<file path="src/shared/cache_line_access_control_defines.svh">
// Summary of operation
// - Low four bits pick the target line
// - Enable bit one lets line writes land
// - Enable bit zero leaves target line unchanged
// - Gate covers tag, mask, four words only
`ifndef CACHE_LINE_ACCESS_CONTROL_DEFINES_SVH
`define CACHE_LINE_ACCESS_CONTROL_DEFINES_SVH

// Byte offsets on the register bus
`define OFS_ACCESS_CTRL  5'h00
`define OFS_LINE_TAG     5'h04
`define OFS_LINE_MASK    5'h08
`define OFS_LINE_WORD0   5'h0C
`define OFS_LINE_WORD1   5'h10
`define OFS_LINE_WORD2   5'h14
`define OFS_LINE_WORD3   5'h18

// Field layout of the access control register
`define WEN_BIT          31
`define IDX_MSB          3
`define IDX_LSB          0
`define IDX_WIDTH        4

// Line storage geometry
`define NUM_LINES        16
`define WORDS_PER_LINE   4

// Reset and fill values
`define RESET_WORD       32'h0000_0000
`define RESET_IDX        4'h0
`define BE_ALL           4'hF

`endif

</file>
<file path="src/shared/cache_line_access_control_pkg.sv">
package cache_line_access_control_pkg;

  // Bus handshake phases: wait one cycle, then answer
  typedef enum logic {
    BUS_IDLE,
    BUS_ACK
  } bus_state_t;

  typedef logic [31:0] word_t;

endpackage : cache_line_access_control_pkg

</file>
<file path="src/cache_line_access_control.sv">
`timescale 1ns/10ps
`include "cache_line_access_control_defines.svh"

module cache_line_access_control (
  input  wire logic        core_clk,
  input  wire logic        resetn,
  input  wire logic        ce,
  input  wire logic [4:0]  address,
  input  wire logic        read,
  input  wire logic        write,
  input  wire logic [31:0] writedata,
  input  wire logic [3:0]  byteenable,
  output logic      [31:0] readdata,
  output logic             waitrequest,
  output logic             line_write_enable,
  output logic      [3:0]  line_index
);

  ////////////////////////////////////////////////////////////////////////////
  // State declarations

  cache_line_access_control_pkg::bus_state_t state_reg;
  cache_line_access_control_pkg::word_t      readdata_reg;
  cache_line_access_control_pkg::word_t      read_mux;
  logic                                      waitrequest_reg;
  logic                                      wen_reg;
  logic [`IDX_WIDTH-1:0]                     idx_reg;
  logic                                      commit;
  logic                                      line_target;

  cache_line_access_control_pkg::word_t tag_mem  [`NUM_LINES];
  cache_line_access_control_pkg::word_t mask_mem [`NUM_LINES];
  cache_line_access_control_pkg::word_t word_mem [`NUM_LINES][`WORDS_PER_LINE];

  // Byte-lane merge so partial writes keep untouched lanes
  function automatic logic [31:0] merge_bytes(
    input logic [31:0] old_val,
    input logic [31:0] new_val,
    input logic [3:0]  be
  );
    logic [31:0] res;
    res = old_val;
    for (int b = 0; b < 4; b++) begin
      if (be[b]) begin
        res[b*8 +: 8] = new_val[b*8 +: 8];
      end
    end
    return res;
  endfunction : merge_bytes

  ////////////////////////////////////////////////////////////////////////////
  // Bus handshake: waitrequest drops for exactly one cycle per request

  // A write lands only at the edge where the master sees waitrequest low
  assign commit = ce && (state_reg == cache_line_access_control_pkg::BUS_ACK)
                  && write;

  // Any line-storage offset, control register excluded
  assign line_target = (address == `OFS_LINE_TAG)   ||
                       (address == `OFS_LINE_MASK)  ||
                       (address == `OFS_LINE_WORD0) ||
                       (address == `OFS_LINE_WORD1) ||
                       (address == `OFS_LINE_WORD2) ||
                       (address == `OFS_LINE_WORD3);

  // Handshake sequencer
  always_ff @(posedge core_clk or negedge resetn) begin
    if (!resetn) begin
      state_reg       <= cache_line_access_control_pkg::BUS_IDLE;
      waitrequest_reg <= 1'b1;
    end else if (ce) begin
      case (state_reg)
        cache_line_access_control_pkg::BUS_IDLE: begin
          if (read || write) begin
            state_reg       <= cache_line_access_control_pkg::BUS_ACK;
            waitrequest_reg <= 1'b0;
          end
        end
        cache_line_access_control_pkg::BUS_ACK: begin
          state_reg       <= cache_line_access_control_pkg::BUS_IDLE;
          waitrequest_reg <= 1'b1;
        end
        default: begin
          state_reg       <= cache_line_access_control_pkg::BUS_IDLE;
          waitrequest_reg <= 1'b1;
        end
      endcase
    end
  end

  ////////////////////////////////////////////////////////////////////////////
  // Read path

  // Unmapped offsets and reserved bits read as zero
  always_comb begin
    read_mux = `RESET_WORD;
    case (address)
      `OFS_ACCESS_CTRL: begin
        read_mux[`WEN_BIT]         = wen_reg;
        read_mux[`IDX_MSB:`IDX_LSB] = idx_reg;
      end
      `OFS_LINE_TAG:   read_mux = tag_mem[idx_reg];
      `OFS_LINE_MASK:  read_mux = mask_mem[idx_reg];
      `OFS_LINE_WORD0: read_mux = word_mem[idx_reg][0];
      `OFS_LINE_WORD1: read_mux = word_mem[idx_reg][1];
      `OFS_LINE_WORD2: read_mux = word_mem[idx_reg][2];
      `OFS_LINE_WORD3: read_mux = word_mem[idx_reg][3];
      default:         read_mux = `RESET_WORD;
    endcase
  end

  // Read data captured as waitrequest drops, stands through the answer
  always_ff @(posedge core_clk or negedge resetn) begin
    if (!resetn) begin
      readdata_reg <= `RESET_WORD;
    end else if (ce && read &&
                 state_reg == cache_line_access_control_pkg::BUS_IDLE) begin
      readdata_reg <= read_mux;
    end
  end

  ////////////////////////////////////////////////////////////////////////////
  // Access control register

  // Reserved bits 30-4 are dropped, so stray ones never stick
  always_ff @(posedge core_clk or negedge resetn) begin
    if (!resetn) begin
      wen_reg <= 1'b0;
      idx_reg <= `RESET_IDX;
    end else if (commit && address == `OFS_ACCESS_CTRL) begin
      if (byteenable[3]) begin
        wen_reg <= writedata[`WEN_BIT];
      end
      if (byteenable[0]) begin
        idx_reg <= writedata[`IDX_MSB:`IDX_LSB];
      end
    end
  end

  ////////////////////////////////////////////////////////////////////////////
  // Line storage, one slice per cache line

  generate
    for (genvar ln = 0; ln < `NUM_LINES; ln++) begin : g_line
      // Only the indexed line, and only while enabled, takes a write
      always_ff @(posedge core_clk or negedge resetn) begin
        if (!resetn) begin
          tag_mem[ln]  <= `RESET_WORD;
          mask_mem[ln] <= `RESET_WORD;
          for (int w = 0; w < `WORDS_PER_LINE; w++) begin
            word_mem[ln][w] <= `RESET_WORD;
          end
        end else if (commit && wen_reg && line_target &&
                     idx_reg == ln) begin
          case (address)
            `OFS_LINE_TAG:
              tag_mem[ln] <= merge_bytes(tag_mem[ln], writedata, byteenable);
            `OFS_LINE_MASK:
              mask_mem[ln] <= merge_bytes(mask_mem[ln], writedata,
                                          byteenable);
            `OFS_LINE_WORD0:
              word_mem[ln][0] <= merge_bytes(word_mem[ln][0], writedata,
                                             byteenable);
            `OFS_LINE_WORD1:
              word_mem[ln][1] <= merge_bytes(word_mem[ln][1], writedata,
                                             byteenable);
            `OFS_LINE_WORD2:
              word_mem[ln][2] <= merge_bytes(word_mem[ln][2], writedata,
                                             byteenable);
            `OFS_LINE_WORD3:
              word_mem[ln][3] <= merge_bytes(word_mem[ln][3], writedata,
                                             byteenable);
            default: ;
          endcase
        end
      end
    end
  endgenerate

  ////////////////////////////////////////////////////////////////////////////
  // Outputs, all straight from flops

  assign readdata          = readdata_reg;
  assign waitrequest       = waitrequest_reg;
  assign line_write_enable = wen_reg;
  assign line_index        = idx_reg;

  ////////////////////////////////////////////////////////////////////////////
  // Checks

  // Helper view of the selected line
  cache_line_access_control_pkg::word_t sel_tag;
  cache_line_access_control_pkg::word_t sel_mask;
  cache_line_access_control_pkg::word_t sel_word0;
  assign sel_tag   = tag_mem[idx_reg];
  assign sel_mask  = mask_mem[idx_reg];
  assign sel_word0 = word_mem[idx_reg][0];
endmodule : cache_line_access_control

</file>
<file path="config.mk">
export PLATFORM = sky130hd
export DESIGN_NAME = cache_line_access_control
export DESIGN_NICKNAME = d
export VERILOG_FILES = /design/src/shared/cache_line_access_control_pkg.sv /design/src/cache_line_access_control.sv
export VERILOG_INCLUDE_DIRS = /design/src /design/src/shared
export SDC_FILE = /design/constraint.sdc
export NUM_CORES = 2
export LEC_CHECK = 0
export BUFFER_PORTS_ARGS = -buffer_cell sky130_fd_sc_hd__buf_2
export CAP_MARGIN = 40
export CORE_MARGIN = 2
export CORE_UTILIZATION = 35
export DETAILED_ROUTE_END_ITERATION = 10
export GPL_ROUTABILITY_DRIVEN = 0
export SYNTH_ARGS = -nofsm -noshare
export SYNTH_HDL_FRONTEND = slang
export SYNTH_SLANG_ARGS = --single-unit
</file>
<file path="constraint.sdc">
create_clock -name core_clk -period 3.3 [get_ports core_clk]
set_clock_uncertainty 0.1 [all_clocks]
set_input_delay 0.165 -clock core_clk [delete_from_list [all_inputs] [get_ports core_clk]]
set_output_delay 0.165 -clock core_clk [all_outputs]
set_load 0.05 [all_outputs]
</file>
==> key figures <==
Place
  – IO buf count: 83
  – Placed cell area: 0.153 sq mm
  – DP Worst Slack: 0.0399 ns
  – Hpwl dp: 284000 microns

Global routing
  – Global-route wire length before repair: 629000 microns
  – GRT Util Overall: 20.3%
  – GRT Residual Overflow: 0
  – Antenna violations before repair: 17
  – Pin count of the biggest net entering global routing: 145
  – Vias in the first global route: 89500

Finish
  – Top Registers: word_mem (2048), mask_mem (512), tag_mem (512)
  – Commonest non-fill, non-tap cell in the layout: dfrtp_1
  – Top reg by flops: word_mem
  – Share of cells above drive strength 1: 50.8%
  – Max reg flops: 2048
  – Final instance area: 0.165 sq mm
  – Util after Layout: 40.6%
  – Fillers: 36700
  – Fin nets: 9383
  – Area grow syn2layout: 15.7%
  – Most frequent cells in the layout: 3106 x dfrtp_1, 2651 x mux2_2, 716 x mux4_2

Clock tree
  – Post-CTS Setup Inserts: 0
  – CTS tree: done
  – CTS Sinks: 3111
  – H-tree depth: 5
  – Root buf cell: clkbuf_16
  – Clk slew on worst S/H paths: 0.06 ns
  – Num CTS Buffers: 330
  – CTS Buffer Depth: 4
  – Worst skew pair latency: 0.97 ns

Worst setup path
  – Dominant delay contributor by cell family on the critical path: buffers and inverters
  – Crit-path max cell delay: 0.53 ns
  – CP max-delay cell: dfrtp_4
  – Worst EP required: 4.00 ns
  – Worst path most repeated cell: buf_12
  – WP data arrival: 3.90 ns
  – Crit path max fanout: 41
  – Critical Path End Type: register
  – Critical path class: reg2reg
  – Startpoint class of the critical path: register
  – CP cell instances: buf_12 -> buf_12 -> buf_12 -> mux4_2 -> mux2i_1 -> o22ai_1 -> a211oi_1 -> buf_4 -> a21oi_1
  – CP Buf/Inv Count: 4

Floorplan
  – Io pins: 84
  – Starting Density: 35.1%
  – Die area: 0.412 sq mm
  – Core area: 0.406 sq mm
  – Site row count: 234
  – Die H: 642 microns
  – Die Width: 642 microns

Detailed routing
  – 1st-iter DRT viols: 6361
  – DR vias/cell: 5.50
  – Post-route ant nets: 0
  – WL final: 423000 microns
  – Vias: 82700
  – Post-route DRC: 0
  – 1st-pass router iterations: 9
  – WL/cell: 28.2 microns

Synth
  – Warnings from Yosys: 0
  – Largest family of logic cells by synthesized area: multiplexers
  – Ys async rst share: 100%
  – Synth Register Bits: 3111
  – Syn_area_per_cell: 15.8 sq um
  – Post-synthesis sequential area ratio: 54.6%
  – XOR/XNOR share of the synthesized area: 0%
  – Synth Area in Compound Gates: 1.93%
  – Post-Synth Adder-Cell Area: 0%
  – Distinct cells, synth: 56
  – Cell count after synthesis: 9017
  – Post-synthesis simple-gate area fraction: 3.46%
  – Prevailing post-synth register cell: dfrtp_1
  – Syn_nets: 9063
  – Post-synth EDFFs: 0
  – Multiplexer share of the synthesized area: 38.0%
  – Post-Syn Area: 0.143 sq mm

Power
  – Switching Share: 23.3%
  – P_int: 61.1 mW
  – P_sw: 18.6 mW
  – Pwr dens: 484 mW/mm^2
  – Pwr Total: 79.7 mW
  – Leak: 75.9 nW
  – Power share of the clock group: 47.3%
  – Worst IR drop on VDD: 0.391 mV
  – Flop pwr share: 48.0%
  – Combinational power share: 4.7%

Timing
  – Setup TNS: 0 ns
  – Final period utilization: 97.0%
  – Max_slew headroom: 34.2%
  – Final setup viols: 0
  – Final Critical Period: 3.20 ns
  – FMAX: 0.312 GHz
  – Unrepaired setup endpoints after global routing: no
  – Worst-Margin Slew: 0.987 ns
  – Slew Limit Fails: 0
  – Worst setup margin: 0.0981 ns
  – Final hold violations: 0

Outcome
  – Status: finished, final reports clean

Min path
  – Worst min path class: in2reg

Run
  – Max_cap viols: 0
path summary, 6_finish.rpt:
check	start	to	slack, ns	cells past startpoint
worst min register to register	word_mem[1982]$_DFFE_PN0P_	word_mem[1982]$_DFFE_PN0P_	0.38	1
min in group asynchronous	resetn	readdata[30]$_DFFE_PN0P_	0.05	3
max in group asynchronous	resetn	word_mem[1638]$_DFFE_PN0P_	1.92	4
worst max register to register	line_index[3]$_DFFE_PN0P_	readdata[14]$_DFFE_PN0P_	0.1	9
worst min-delay path	write	line_index[3]$_DFFE_PN0P_	0.04	4
worst max-delay path	line_index[3]$_DFFE_PN0P_	readdata[14]$_DFFE_PN0P_	0.1	9
power groups by stage:
stage	logic, mW	registers, mW	clock network [mW]
finish	3.71	38.3	37.7
global placement	3.56	39.0	0
CTS	3.79	38.3	38.5
global route	4.00	38.2	40.1
detailed placement	3.71	39.0	0
floorplan	1.43	39.0	0
worst reg2reg max path, cell delays in order, from the launching register on:
cell      delay (ns)
dfrtp_4         0.53
buf_12          0.23
buf_12          0.30
buf_12          0.33
mux4_2          0.36
mux2i_1         0.40
o22ai_1         0.18
a211oi_1        0.36
buf_4           0.18
a21oi_1         0.06
layer usage:
layer,part of all wire (%),track usage (%),vias up
li1,-,-,34400
met1,42,26.9,45600
met2,49,33.6,2056
met3,4.7,2.98,712
met4,4.5,8.01,2
met5,0.0031,0,-
what timing repair did:
item	CTS	global route
resized for setup	0	0
endpoints found under the hold margin	4682	0
hold buffers	52	0
metrics by stage:
stage / hold WS, ns / instances
2_1_floorplan: -0.231 / 9017
3_3_place_gp: 0.0530 / 14400
3_5_place_dp: 0.0468 / 14400
4_1_cts: 0.00483 / 15000
5_1_grt: 0.0345 / 15000
6_report: 0.0426 / 15000
layout make-up:
cell class,count,area (sq um),share of cell area (%)
repair buffers,683,7180,4.35
well taps,5428,6790,4.12
clock inverters,92,1110,0.674
clock buffers,502,9870,5.99
diodes,5,12.5,0.00759
inverters,1,3.75,0.00228
multi-input cells,5210,62000,37.6
flip-flops and latches,3111,77900,47.2
Yosys cell counts (all sizes together), types with 2 or more instances:
| library cell | instances | area (sq um) |
|---|---|---|
| nand2 | 141 | 609 |
| nor2b | 9 | 56.3 |
| a2111oi | 2 | 17.5 |
| nor2 | 323 | 3040 |
| dfrtp | 3110 | 77800 |
| a22o | 9 | 78.8 |
| a32o | 3 | 30.0 |
| a22oi | 136 | 1020 |
| clkbuf | 480 | 1800 |
| o22a | 2 | 17.5 |
| a211oi | 15 | 113 |
| a21oi | 76 | 380 |
| o22ai | 94 | 588 |
| mux4 | 716 | 16100 |
| a41oi | 2 | 17.5 |
| nand3 | 104 | 551 |
| nor3 | 36 | 201 |
| nor4b | 4 | 35.0 |
| nand4 | 4 | 43.8 |
| nor4bb | 2 | 20.0 |
| a221oi | 26 | 228 |
| mux2i | 318 | 3180 |
| and3 | 5 | 31.3 |
| nor4 | 7 | 50.1 |
| and2 | 37 | 231 |
| a31oi | 23 | 144 |
| mux2 | 3090 | 34800 |
| o21ai | 10 | 50.1 |
| buf | 215 | 1070 |
| nand2b | 4 | 25.0 |
cells by family (layout without fill, tap and decap cells):
kind of cell / Yosys count / in the layout
DFF: 3111 / 3111
other: 0 / 5
buffers and inverters: 696 / 1278
and+or+nand+nor: 681 / 681
muxes: 4124 / 4124
AOI/OAI and AO/OA: 405 / 405
No activity file was read; power rests on OpenSTA's default activity.
